## src/lpm_regs.vh

```
`ifndef LPM_REGS_VH
`define LPM_REGS_VH
// ==========================================
// register offsets (byte addresses)
`define OFS_POWER_CTRL 8'h00
`define OFS_REG_CTRL 8'h04
`define OFS_OSC_CTRL 8'h08
`define OFS_WAKE_CFG 8'h0C
`define OFS_MODE_STAT 8'h10
`define OFS_IRQ_STAT 8'h14
`define OFS_IRQ_CLR 8'h18
`define OFS_IRQ_EN 8'h1C
// ==========================================
// field positions
`define BIT_HALT_ALL 1
`define BIT_REG_OFF 0
`define BIT_SUSPEND 5
`define BIT_CMP_WAKE 0
`define BIT_CLK_LOSS_EN 1
`define BIT_WDT_EN 2
`define BIT_WDT_LOCK 3
`define BIT_PM_IRQ 4
`define BIT_TMR_IRQ 5
`define WAKE_CFG_W 6
// ==========================================
// event bits of the interrupt registers
`define EV_HALT 0
`define EV_SUSPEND 1
`define EV_WAKE_PORT 2
`define EV_WAKE_TMR 3
`define EV_WAKE_CMP 4
`define EV_RESET 5
`define NUM_EV 6
// ==========================================
// mode states and wake causes
`define ST_RUN 2'h0
`define ST_HALT 2'h1
`define ST_SUSPEND 2'h2
`define ST_RESET 2'h3
`define CAUSE_NONE 2'h0
`define CAUSE_PORT 2'h1
`define CAUSE_TMR 2'h2
`define CAUSE_CMP 2'h3
// ==========================================
// reset values and timing
`define WAKE_CFG_RST 6'h06
`define RESET_VECTOR 16'h0000
`define RESET_SEQ_CYC 4'h4
`endif

```

## src/event_flag.v

```verilog
`timescale 1ns/100ps
// ==========================================
// one sticky status bit; a set in the clear cycle is kept
module event_flag (
	input wire sys_clk,
	input wire resetn,
	input wire set,
	input wire clr,
	input wire en,
	output wire flag,
	output wire active
);
	reg flag_reg;

	// set wins over clear so no event is lost
	always @(posedge sys_clk or negedge resetn) begin
		if (!resetn) begin
			flag_reg <= 1'b0;
		end else if (set) begin
			flag_reg <= 1'b1;
		end else if (clr) begin
			flag_reg <= 1'b0;
		end
	end

	assign flag = flag_reg;
	assign active = flag_reg & en;
endmodule

```

## src/low_power_mode_control.v

```verilog
// Behaviour
// - writing halt bit enters halt-all once the writing instruction completes
// - halt-all stops internal oscillator, processor, digital peripherals; external oscillator untouched
// - halt-all leaves only by reset; normal reset sequence, fetch from zero
// - enabled clock-loss detector resets the device out of halt-all
// - regulator stays on in halt unless regulator-off bit was set beforehand
// - with regulator off, only the reset pin or power cycle resets
// - writing suspend bit stops processor and fast oscillator after that instruction
// - suspend keeps all registers and memory unchanged
// - in suspend only port match and slow-clocked timer three stay active
// - suspend ends on port match, timer overflow, enabled comparator low, reset
// - non-reset wake resumes at the instruction after the suspend write
// - port-match or timer wake configured for interrupt raises it after waking
// - reset out of suspend runs normal reset sequence from address zero
// - watchdog may be disabled before idle only if configuration permits
//
// Implementation choices: the placing of the registers and the AHB-Lite slave port.
`timescale 1ns/100ps
`include "lpm_regs.vh"
module low_power_mode_control (
	input wire sys_clk,
	input wire resetn,
	input wire hsel,
	input wire [31:0] haddr,
	input wire [1:0] htrans,
	input wire hwrite,
	input wire [2:0] hsize,
	input wire [31:0] hwdata,
	input wire hready,
	output wire hreadyout,
	output wire hresp,
	output wire [31:0] hrdata,
	input wire instr_done,
	input wire int_reset_req,
	input wire clock_loss,
	input wire timer3_overflow,
	input wire timer3_slow_clk,
	input wire ext_reset_pin_n,
	input wire port_match_in,
	input wire comparator_in,
	output wire cpu_run,
	output wire hf_osc_en,
	output wire digital_periph_en,
	output wire regulator_en,
	output wire port_match_en,
	output wire timer3_en,
	output wire watchdog_en,
	output wire core_reset,
	output wire [15:0] reset_vector,
	output wire resume_pulse,
	output wire wake_irq_port,
	output wire wake_irq_timer,
	output wire irq
);
	// ==========================================
	// pin synchronisers
	wire ext_rst_n_s;
	wire port_match_s;
	wire cmp_s;

	sync3 #(.RST_VAL(1'b1)) u_sync_rst (
		.sys_clk(sys_clk),
		.resetn(resetn),
		.pin_in(ext_reset_pin_n),
		.level(ext_rst_n_s)
	);

	sync3 #(.RST_VAL(1'b0)) u_sync_pm (
		.sys_clk(sys_clk),
		.resetn(resetn),
		.pin_in(port_match_in),
		.level(port_match_s)
	);

	// comparator idles high so no wake is seen out of reset
	sync3 #(.RST_VAL(1'b1)) u_sync_cmp (
		.sys_clk(sys_clk),
		.resetn(resetn),
		.pin_in(comparator_in),
		.level(cmp_s)
	);

	// ==========================================
	// state and registers
	reg [1:0] state_reg;
	reg [1:0] state_next;
	reg [3:0] seq_cnt_reg;
	reg [3:0] seq_cnt_next;
	reg halt_req_reg;
	reg suspend_req_reg;
	reg reg_off_reg;
	reg reg_off_latch_reg;
	reg [`WAKE_CFG_W-1:0] wake_cfg_reg;
	reg [`NUM_EV-1:0] irq_en_reg;
	reg [1:0] cause_reg;
	reg resume_reg;
	reg wake_pm_reg;
	reg wake_tmr_reg;
	reg wr_pend_reg;
	reg rd_pend_reg;
	reg [7:0] addr_reg;
	reg [31:0] hrdata_reg;
	reg [31:0] rd_mux;

	wire in_halt = (state_reg == `ST_HALT);
	wire in_susp = (state_reg == `ST_SUSPEND);
	wire in_run = (state_reg == `ST_RUN);
	wire in_rst = (state_reg == `ST_RESET);

	// ==========================================
	// reset sources
	wire pin_rst = ~ext_rst_n_s;
	wire soft_rst = int_reset_req | (clock_loss & wake_cfg_reg[`BIT_CLK_LOSS_EN]);
	wire reg_down = in_halt & reg_off_latch_reg;
	// with the regulator down only the pin gets through
	wire rst_trig = pin_rst | (soft_rst & ~reg_down);

	// ==========================================
	// wake sources
	wire tmr_live = timer3_slow_clk;
	wire wk_port = port_match_s;
	wire wk_tmr = timer3_overflow & tmr_live;
	wire wk_cmp = ~cmp_s & wake_cfg_reg[`BIT_CMP_WAKE];
	wire wake_any = wk_port | wk_tmr | wk_cmp;

	// ==========================================
	// bus decode
	wire addr_ph = hsel & htrans[1] & hready;
	wire wr_now = wr_pend_reg;
	wire wr_pwr = wr_now & (addr_reg == `OFS_POWER_CTRL);
	wire wr_regc = wr_now & (addr_reg == `OFS_REG_CTRL);
	wire wr_osc = wr_now & (addr_reg == `OFS_OSC_CTRL);
	wire wr_cfg = wr_now & (addr_reg == `OFS_WAKE_CFG);
	wire wr_clr = wr_now & (addr_reg == `OFS_IRQ_CLR);
	wire wr_ien = wr_now & (addr_reg == `OFS_IRQ_EN);

	// ==========================================
	// mode sequencer
	always @* begin
		state_next = state_reg;
		seq_cnt_next = seq_cnt_reg;
		case (state_reg)
			`ST_RUN: begin
				if (rst_trig) begin
					state_next = `ST_RESET;
					seq_cnt_next = `RESET_SEQ_CYC;
				end else if (halt_req_reg & instr_done) begin
					state_next = `ST_HALT;
				end else if (suspend_req_reg & instr_done) begin
					state_next = `ST_SUSPEND;
				end
			end
			`ST_HALT: begin
				// nothing but a reset leaves halt
				if (rst_trig) begin
					state_next = `ST_RESET;
					seq_cnt_next = `RESET_SEQ_CYC;
				end
			end
			`ST_SUSPEND: begin
				if (rst_trig) begin
					state_next = `ST_RESET;
					seq_cnt_next = `RESET_SEQ_CYC;
				end else if (wake_any) begin
					state_next = `ST_RUN;
				end
			end
			`ST_RESET: begin
				// count only once every source has let go
				if (rst_trig) begin
					seq_cnt_next = `RESET_SEQ_CYC;
				end else if (seq_cnt_reg != 4'h0) begin
					seq_cnt_next = seq_cnt_reg - 4'h1;
				end else begin
					state_next = `ST_RUN;
				end
			end
			default: begin
				state_next = `ST_RESET;
				seq_cnt_next = `RESET_SEQ_CYC;
			end
		endcase
	end

	// power-up starts with a full reset sequence
	always @(posedge sys_clk or negedge resetn) begin
		if (!resetn) begin
			state_reg <= `ST_RESET;
			seq_cnt_reg <= `RESET_SEQ_CYC;
		end else begin
			state_reg <= state_next;
			seq_cnt_reg <= seq_cnt_next;
		end
	end

	wire enter_halt = in_run & (state_next == `ST_HALT);
	wire enter_susp = in_run & (state_next == `ST_SUSPEND);
	wire leave_susp = in_susp & (state_next == `ST_RUN);
	wire seq_end = in_rst & (state_next == `ST_RUN);

	// ==========================================
	// control registers; mode requests drop when their mode ends
	always @(posedge sys_clk or negedge resetn) begin
		if (!resetn) begin
			halt_req_reg <= 1'b0;
			suspend_req_reg <= 1'b0;
			reg_off_reg <= 1'b0;
			reg_off_latch_reg <= 1'b0;
			wake_cfg_reg <= `WAKE_CFG_RST;
			irq_en_reg <= {`NUM_EV{1'b0}};
		end else begin
			if (in_rst) begin
				halt_req_reg <= 1'b0;
			end else if (wr_pwr & in_run) begin
				halt_req_reg <= hwdata[`BIT_HALT_ALL];
			end
			if (in_rst | leave_susp) begin
				suspend_req_reg <= 1'b0;
			end else if (wr_osc & in_run) begin
				suspend_req_reg <= hwdata[`BIT_SUSPEND];
			end
			if (wr_regc) begin
				reg_off_reg <= hwdata[`BIT_REG_OFF];
			end
			// choice is frozen at halt entry so a late write has no effect
			if (enter_halt) begin
				reg_off_latch_reg <= reg_off_reg;
			end else if (in_rst) begin
				reg_off_latch_reg <= 1'b0;
			end
			if (wr_cfg) begin
				wake_cfg_reg[`BIT_CMP_WAKE] <= hwdata[`BIT_CMP_WAKE];
				wake_cfg_reg[`BIT_CLK_LOSS_EN] <= hwdata[`BIT_CLK_LOSS_EN];
				wake_cfg_reg[`BIT_PM_IRQ] <= hwdata[`BIT_PM_IRQ];
				wake_cfg_reg[`BIT_TMR_IRQ] <= hwdata[`BIT_TMR_IRQ];
				// lock only sets; once set the watchdog cannot be turned off
				wake_cfg_reg[`BIT_WDT_LOCK] <= wake_cfg_reg[`BIT_WDT_LOCK] | hwdata[`BIT_WDT_LOCK];
				if (!wake_cfg_reg[`BIT_WDT_LOCK]) begin
					wake_cfg_reg[`BIT_WDT_EN] <= hwdata[`BIT_WDT_EN];
				end
			end
			if (wr_ien) begin
				irq_en_reg <= hwdata[`NUM_EV-1:0];
			end
		end
	end

	// ==========================================
	// wake cause and wake pulses to the core
	always @(posedge sys_clk or negedge resetn) begin
		if (!resetn) begin
			cause_reg <= `CAUSE_NONE;
			resume_reg <= 1'b0;
			wake_pm_reg <= 1'b0;
			wake_tmr_reg <= 1'b0;
		end else begin
			resume_reg <= leave_susp;
			wake_pm_reg <= leave_susp & wk_port & wake_cfg_reg[`BIT_PM_IRQ];
			wake_tmr_reg <= leave_susp & wk_tmr & wake_cfg_reg[`BIT_TMR_IRQ];
			if (leave_susp) begin
				if (wk_port) begin
					cause_reg <= `CAUSE_PORT;
				end else if (wk_tmr) begin
					cause_reg <= `CAUSE_TMR;
				end else begin
					cause_reg <= `CAUSE_CMP;
				end
			end else if (enter_susp | in_rst) begin
				cause_reg <= `CAUSE_NONE;
			end
		end
	end

	// ==========================================
	// sticky events, clear by writing ones
	wire [`NUM_EV-1:0] ev_set;
	wire [`NUM_EV-1:0] ev_flag;
	wire [`NUM_EV-1:0] ev_act;

	assign ev_set[`EV_HALT] = enter_halt;
	assign ev_set[`EV_SUSPEND] = enter_susp;
	assign ev_set[`EV_WAKE_PORT] = leave_susp & wk_port;
	assign ev_set[`EV_WAKE_TMR] = leave_susp & wk_tmr;
	assign ev_set[`EV_WAKE_CMP] = leave_susp & wk_cmp;
	assign ev_set[`EV_RESET] = seq_end;

	genvar gi;
	generate
		for (gi = 0; gi < `NUM_EV; gi = gi + 1) begin : g_ev
			event_flag u_flag (
				.sys_clk(sys_clk),
				.resetn(resetn),
				.set(ev_set[gi]),
				.clr(wr_clr & hwdata[gi]),
				.en(irq_en_reg[gi]),
				.flag(ev_flag[gi]),
				.active(ev_act[gi])
			);
		end
	endgenerate

	// ==========================================
	// bus slave: writes land in the data phase, reads add one wait state
	always @* begin
		rd_mux = 32'h00000000;
		case (addr_reg)
			`OFS_POWER_CTRL: rd_mux[`BIT_HALT_ALL] = halt_req_reg;
			`OFS_REG_CTRL: rd_mux[`BIT_REG_OFF] = reg_off_reg;
			`OFS_OSC_CTRL: rd_mux[`BIT_SUSPEND] = suspend_req_reg;
			`OFS_WAKE_CFG: rd_mux[`WAKE_CFG_W-1:0] = wake_cfg_reg;
			`OFS_MODE_STAT: rd_mux[5:0] = {reg_off_latch_reg, cause_reg, ~ext_rst_n_s, state_reg};
			`OFS_IRQ_STAT: rd_mux[`NUM_EV-1:0] = ev_flag;
			`OFS_IRQ_EN: rd_mux[`NUM_EV-1:0] = irq_en_reg;
			default: rd_mux = 32'h00000000;
		endcase
	end

	// the wait state lets a write just before a read land first
	always @(posedge sys_clk or negedge resetn) begin
		if (!resetn) begin
			wr_pend_reg <= 1'b0;
			rd_pend_reg <= 1'b0;
			addr_reg <= 8'h00;
			hrdata_reg <= 32'h00000000;
		end else begin
			wr_pend_reg <= addr_ph & hwrite;
			if (rd_pend_reg) begin
				rd_pend_reg <= 1'b0;
				hrdata_reg <= rd_mux;
			end else begin
				rd_pend_reg <= addr_ph & ~hwrite;
			end
			if (addr_ph) begin
				addr_reg <= {haddr[7:2], 2'b00};
			end
		end
	end

	assign hreadyout = ~rd_pend_reg;
	assign hresp = 1'b0;
	assign hrdata = hrdata_reg;

	// ==========================================
	// power and clock enables decoded from the mode
	// registers are never cleared in suspend, only clocks are gated
	assign cpu_run = in_run;
	assign hf_osc_en = ~(in_halt | in_susp);
	assign digital_periph_en = in_run | in_rst;
	assign regulator_en = ~reg_down;
	assign port_match_en = in_run | in_susp;
	assign timer3_en = in_run | (in_susp & tmr_live);
	assign watchdog_en = wake_cfg_reg[`BIT_WDT_EN];
	assign core_reset = in_rst;
	assign reset_vector = `RESET_VECTOR;
	assign resume_pulse = resume_reg;
	assign wake_irq_port = wake_pm_reg;
	assign wake_irq_timer = wake_tmr_reg;
	assign irq = |ev_act;
endmodule

```

## src/sync3.v

```verilog
`timescale 1ns/100ps
// ==========================================
// three-stage pin synchroniser; output moves once stages two and three agree
module sync3 #(
	parameter RST_VAL = 1'b0
) (
	input wire sys_clk,
	input wire resetn,
	input wire pin_in,
	output wire level
);
	reg s1_reg;
	reg s2_reg;
	reg s3_reg;
	reg level_reg;

	// first stage feeds only the second stage
	always @(posedge sys_clk or negedge resetn) begin
		if (!resetn) begin
			s1_reg <= RST_VAL;
			s2_reg <= RST_VAL;
			s3_reg <= RST_VAL;
			level_reg <= RST_VAL;
		end else begin
			s1_reg <= pin_in;
			s2_reg <= s1_reg;
			s3_reg <= s2_reg;
			if (s2_reg == s3_reg) begin
				level_reg <= s3_reg;
			end
		end
	end

	assign level = level_reg;
endmodule

```

## config.mk

```make
export PLATFORM = sky130hd
export DESIGN_NAME = low_power_mode_control
export DESIGN_NICKNAME = d
export VERILOG_FILES = /design/src/event_flag.v /design/src/low_power_mode_control.v /design/src/sync3.v
export VERILOG_INCLUDE_DIRS = /design/src
export SDC_FILE = /design/constraint.sdc
export NUM_CORES = 1
export LEC_CHECK = 0
export BUFFER_PORTS_ARGS = -buffer_cell sky130_fd_sc_hd__buf_2
export CORE_MARGIN = 1
export CORE_UTILIZATION = 42
export DETAILED_ROUTE_END_ITERATION = 8
export GPL_TIMING_DRIVEN = 0
export PLACE_DENSITY = 0.8
export SYNTH_ARGS = -nofsm -noshare
export SYNTH_HDL_FRONTEND = slang
export SYNTH_SLANG_ARGS = --single-unit
```

## constraint.sdc

```tcl
create_clock -name sys_clk -period 2.12 [get_ports sys_clk]
set_input_delay 0.106 -clock sys_clk [delete_from_list [all_inputs] [get_ports sys_clk]]
set_output_delay 0.106 -clock sys_clk [all_outputs]
set_load 0.05 [all_outputs]
```

Word level (Yosys, flattened, before mapping)
Index checks and enable logic that the tools add are counted.
W data, S select, Z words.
{ "totals": {"reg_bits": 59, "in_bits": 82, "wordCells": 170, "out_inout_bits": 62} }
{ "op_classes": {"eq_ne": 17, "n_reduce_logical": 18, "bitwise": 59, "addsub": 1, "muxes": 40} }
{ "ops": {"columns": ["operator", "count"], "rows": [
  ["$and A1 B1 Y1", 41],
  ["$eq A6 B3 Y1 const B", 4],
  ["$mux W2", 11],
  ["$mux W1", 20],
  ["$reduce_bool A2 Y1", 10],
  ["$pmux W1 S5", 3],
  ["$eq A6 B2 Y1 const B", 2],
  ["$mux W4", 3],
  ["$pmux W3 S4", 1],
  ["$or A1 B1 Y1", 11],
  ["$logic_not A8 Y1", 1],
  ["$pmux W2 S4", 1],
  ["$pmux W4 S2", 1],
  ["$not A1 Y1", 7],
  ["$eq A2 B2 Y1 const B", 3],
  ["$eq A6 B1 Y1 const B", 1],
  ["$reduce_or A6 Y1", 1],
  ["$eq A2 B1 Y1 const B", 2],
  ["$logic_not A2 Y1", 2],
  ["$reduce_and A2 Y1", 2],
  ["$reduce_bool A4 Y1", 1],
  ["$sub A4 B1 Y4 const B", 1],
  ["$eq A1 B1 Y1", 3],
  ["$ne A3 B1 Y1 const B", 1],
  ["2 further kinds", 2]
]} }

Depth between registers and ports, before layout
{ "depth": {"word_depth": 12, "depth_mapped": 9} }

Modules after synthesis
A second synthesis with hierarchy kept.
{ "unflattened": {"cells_unflattened": 290, "area_unflattened_um2": 3134.3} }
{ "modules_own_cells": {"columns": ["module", "n_inst", "area_each_um2", "cells_per_inst"], "rows": [
  ["low_power_mode_control", 1, 2534.9, 251],
  ["event_flag", 6, 42.5, 4],
  ["sync3 (u_sync_cmp ...)", 2, 116.4, 5],
  ["sync3 (u_sync_pm)", 1, 111.4, 5]
]} }

Least setup slack after synthesis
OpenSTA, ideal clock, no wires.
{ "synth_timing": {"path_type": "reg2reg", "start": "register state_reg[0]", "end": "register g_ev[3].u_flag.flag_reg", "slack_ns": -0.212, "synth_period_minus_slack_ns": 2.332, "t_arrival_ns": 2.210, "stages_incl_launch_ff": 9, "path_cell_list": "dfstp_2 -> inv_1 -> ha_1 -> and3_1 -> a311oi_1 -> nor2_1 -> o22ai_2 -> nor3_4 -> a32o_1"} }
{ "synth_via": {"word_cells_on_any_way": 22, "cone_classes": "eq/ne: 3; mux: 10; bitwise: 6; reduce/logical: 3"} }
{ "synth_lines": {"columns": ["element", "line_no", "rtl"], "rows": [
  ["from (decl)", "low_power_mode_control.v:85", "reg [1:0] state_reg;"],
  ["from (signal assigned)", "low_power_mode_control.v:188", "state_reg <= `ST_RESET;"],
  ["from (signal assigned)", "low_power_mode_control.v:191", "state_reg <= state_next;"],
  ["$logic_not A2 Y1 (*)", null, null],
  ["via cpu_run", "low_power_mode_control.v:41", "output wire cpu_run,"],
  ["$pmux W2 S4 (*)", "low_power_mode_control.v:142", "case (state_reg)"],
  ["via state_next[1]", "low_power_mode_control.v:86", "reg [1:0] state_next;"],
  ["$logic_not A2 Y1 (no source line) (*)", null, null],
  ["$and A1 B1 Y1 (*)", "low_power_mode_control.v:198", "wire leave_susp = in_susp & (state_next == `ST_RUN);"],
  ["via leave_susp", "low_power_mode_control.v:198", null],
  ["$and A1 B1 Y1 (*)", "low_power_mode_control.v:283", "assign ev_set[`EV_WAKE_TMR] = leave_susp & wk_tmr;"],
  ["$mux W1 or $reduce_bool A2 Y1 (tied branches)", null, null],
  ["to (signal assigned)", "event_flag.v:18", "flag_reg <= 1'b0;"],
  ["to (signal assigned)", "event_flag.v:20", "flag_reg <= 1'b1;"],
  ["to (signal assigned)", "event_flag.v:22", "flag_reg <= 1'b0;"],
  ["to (decl)", "event_flag.v:13", "reg flag_reg;"]
]} }
Mark *: on every way through the listed nets, which the timed path passes. The rest lies on a longest branch.
A chain may end at the register's enable or synchronous reset.

Final worst setup path
{ "layout_timing": {"start": "register state_reg[0]", "end": "register cause_reg[0]"} }
{ "layout_via": {"word_cells_on_any_way": 24, "cone_classes": "eq/ne: 4; mux: 10; bitwise: 7; reduce/logical: 3"} }
{ "layout_lines": {"columns": ["element", "line_no", "rtl"], "rows": [
  ["$eq A2 B1 Y1", "low_power_mode_control.v:142", null],
  ["$and A1 B1 Y1", "low_power_mode_control.v:114", "wire reg_down = in_halt & reg_off_latch_reg;"],
  ["$not A1 Y1", "low_power_mode_control.v:116", "wire rst_trig = pin_rst | (soft_rst & ~reg_down);"],
  ["$and A1 B1 Y1", "low_power_mode_control.v:116", null],
  ["$or A1 B1 Y1", "low_power_mode_control.v:116", null],
  ["$mux W2, on equally long branches", null, null],
  ["$pmux W2 S4", "low_power_mode_control.v:142", null],
  ["$logic_not A2 Y1 (no source line)", null, null],
  ["$and A1 B1 Y1 (*)", "low_power_mode_control.v:198", null],
  ["via leave_susp", "low_power_mode_control.v:198", null],
  ["$mux W2 or $reduce_bool A2 Y1 (tied branches)", null, null],
  ["to (signal assigned)", "low_power_mode_control.v:262", "cause_reg <= `CAUSE_PORT;"],
  ["to (signal assigned)", "low_power_mode_control.v:264", "cause_reg <= `CAUSE_TMR;"],
  ["to (signal assigned)", "low_power_mode_control.v:266", "cause_reg <= `CAUSE_CMP;"],
  ["to (decl)", "low_power_mode_control.v:95", "reg [1:0] cause_reg;"]
]} }
Marked as above.

==> impl_metrics.ini <==
[outcome]
status = finished with violations
violations = negative setup slack

[timing]
fmax_mhz = 463
clock_skew_ps = 4.34
setup_viol = 3
rsz0062_at_grt = yes
slew_headroom_pct = 52.3
slew_viol_final = 0
hold_ws_ps = 10.0
final_hold_viol_count = 0
period_share_pct = 102
worst_slew_pin_slew_ps = 715
fin_ws_ps = -42.2
min_period_ps = 2160

[clock_network]
cts_tree = done
clkLatencyLatePin_ps = 340
htreeDepth = 3
cts_buffers = 9
clk_pin_slew_ps = 60
clock_path_buffers = 2
clockRootBuffer = clkbuf_8
cts.sinks = 59

[floorplan]
die_w_um = 88.0
fp.coreArea_um2 = 7210
pin_count = 144
initial_core_util_pct = 43.1
die_area_um2 = 7750
die_y_um = 88.0
rows = 31

[worst_setup_path]
r2r_cells = 9
crit_fanout = 9
r2r-start = state_reg[0]
rr_endpoint = cause_reg[0]
crit_chain = ha_4 > and2_4 > o21ai_4 > buf_6 > a221oi_4 > a21oi_4 > nor3_4 > buf_12 > mux2i_1
crit_end = cause_reg[0]
slowest_delay_ps = 600
cp_slowest_cell = dfstp_2
start_kind = flip-flop
startpoint = state_reg[0]
worst_setup_path_end_kind = flip-flop
timing.setup.critical_path_class = reg -> reg
worst-r2r-setup-slack_ps = -40
crit_required_ps = 2380
critPathArrivalTime_ps = 2420

[global_routing]
grt_pass1_vias = 2190
antenna_found_initial = 0
grt_max_degree = 60
grt_pass1_wl_mm = 10.5
grt_overflow = 0
gr-usage-all-layers_pct = 18.5

[yosys]
postSynthCellCount = 287
async_flop_share_pct = 100
synth-xor-area-share_pct = 0.563
synthFlopType = dfrtp_1
syn_area_um2 = 3110
synthTopCellsByArea = dfrtp_1, dfstp_2, buf_4, mux2_2, mux2i_1
synth_edf_count = 0
ys.warnings.count = 0
yosysSeqAreaShare_pct = 48.0
synth_top_cell_area_share_pct = 37.0
synthAdderAreaFrac_pct = 3.38
synth_top_family_by_area = buffers and inverters
synth_top_cells_by_count = dfrtp_1, buf_4, nand2_1, mux2_2, nor2_1
yosys.area_share.simple_pct = 11.9
synth.most_common_cell = dfrtp_1
synth_compound_area_share_pct = 13.0
synth.distinct_cells = 52
synthMuxAreaShare_pct = 10.1
ys_ff_latch = 59
avgSynthCellArea_um2 = 10.8
yosys.area.top_type = dfrtp_1

[min_path]
hp-class = in -> reg

[routing]
drt-vias-per-instance = 4.75
drtIter0Drc = 129
wl_per_cell_um = 13.3
dr.pass1.iters = 4
vias = 2420
ant_nets = 0
wl_mm = 6.77
route.detailed.drc = 0

[power]
p_clk_share_pct = 23.6
intPower_mw = 2.68
power_frac_seq_pct = 32.8
p_switching_mw = 1.86
p_comb_share_pct = 43.6
leakagePower_nw = 1.96
sw_frac_of_total_pct = 41.0
vdd.ir_drop.worst_mv = 1.41
power.density_nw_per_um2 = 1110

[flow_run]
cap_violations = 0

[placement]
dp.cells = 472
io_buffers = 44
gp_congestion = 0.846
hpwlAfterDp_mm = 4.68

[final_layout]
diodes = 0
area_growth_pct = 31.0
fin_cells = 509
final_layout_size_suffix_gt1_share_pct = 41.2
fin_nets = 493
final_util_pct = 56.5
metrics by stage:
stage / power (mW) / cell area, um^2 / setup TNS (ps) / setup slack, ps
after floorplan: 2.83 / 3270 / -27.9 / -27.9
after CTS: 4.43 / 4010 / 0 / 10.2
after global routing: 4.77 / 4070 / -684 / -140
final: 4.54 / 4070 / -119 / -42.2
after global placement: 3.14 / 3620 / -1740 / -261
after detailed placement: 3.19 / 3620 / -2580 / -345
cells by family (layout without fill, tap and decap cells):
group / Yosys count / in the layout
and+or+nand+nor: 73 / 73
buffers and inverters: 61 / 142
DFF: 59 / 59
AOI/OAI and AO/OA: 53 / 53
muxes: 29 / 29
adders and majority gates: 9 / 9
xor gates and xnor gates: 2 / 2
other: 1 / 43
cell usage in the layout (no fill, tap or decap), types with 4 or more instances in the layout:
master	Yosys	layout
dlygate4sd3_1	0	9
nand3_1	4	4
a21oi_1	8	8
buf_2	2	45
clkbuf_8	0	12
dfrtp_1	46	46
dfstp_2	13	13
conb_1	1	43
mux2_2	19	19
inv_1	10	8
buf_4	44	57
nand2_1	25	25
nor3_1	6	6
nor2_1	19	19
a22oi_1	7	7
mux2i_1	10	10
o21ai_0	8	8
routing by layer:
metal	global-route usage, %	up-vias	part of all wire (%)
met5	0	-	0
met4	9.97	0	2.0
met3	4.52	15	6.4
met2	30.1	92	49
met1	22.7	1154	43
li1	-	1159	-
worst max-delay path, delay by kind of cell, from the launching register on:
family,cells,cell delay [ps]
buffers and inverters,2,290
adders and majority gates,1,170
AOI/OAI and AO/OA,3,440
DFF,1,600
muxes,1,180
and+or+nand+nor,2,410
worst min path at each step:
stage | slack [ps] | start | depth (start not counted) | end
3_5_place_dp | 210 | ext_reset_pin_n | 1 | u_sync_rst.s1_reg
5_1_grt | 10 | haddr[2] | 2 | addr_reg[2]
4_1_cts | 0.9 | haddr[4] | 2 | addr_reg[4]
2_1_floorplan | -190 | resetn | 0 | addr_reg[2]
6_report | 10 | haddr[2] | 2 | addr_reg[2]
3_3_place_gp | 210 | ext_reset_pin_n | 1 | u_sync_rst.s1_reg
power by group through the flow:
stage | clock network, mW | registers (mW) | logic [mW]
after floorplan | 0 | 1.54 | 1.29
after global placement | 0 | 1.52 | 1.62
after detailed placement | 0 | 1.53 | 1.65
after CTS | 1.09 | 1.48 | 1.85
final | 1.07 | 1.49 | 1.98
after global routing | 1.15 | 1.51 | 2.11
cell type report:
class / instances / area [um^2]
buffer: 50 / 363
clock buffer: 12 / 165
clock inverter: 4 / 47.5
fill: 661 / 3140
inverter: 10 / 40.0
multi-input combinational: 209 / 1420
sequential: 59 / 1490
tap: 99 / 124
timing repair buffer: 66 / 423
repair_timing:
action,CTS,global route
setup endpoints to repair,14,9
endpoints found under the hold margin,9,46
pin swaps,7,7
buffers inserted,7,6
resized for setup,10,1
hold buffers,8,1
Note: power is estimated with default switching activity, not from simulation.
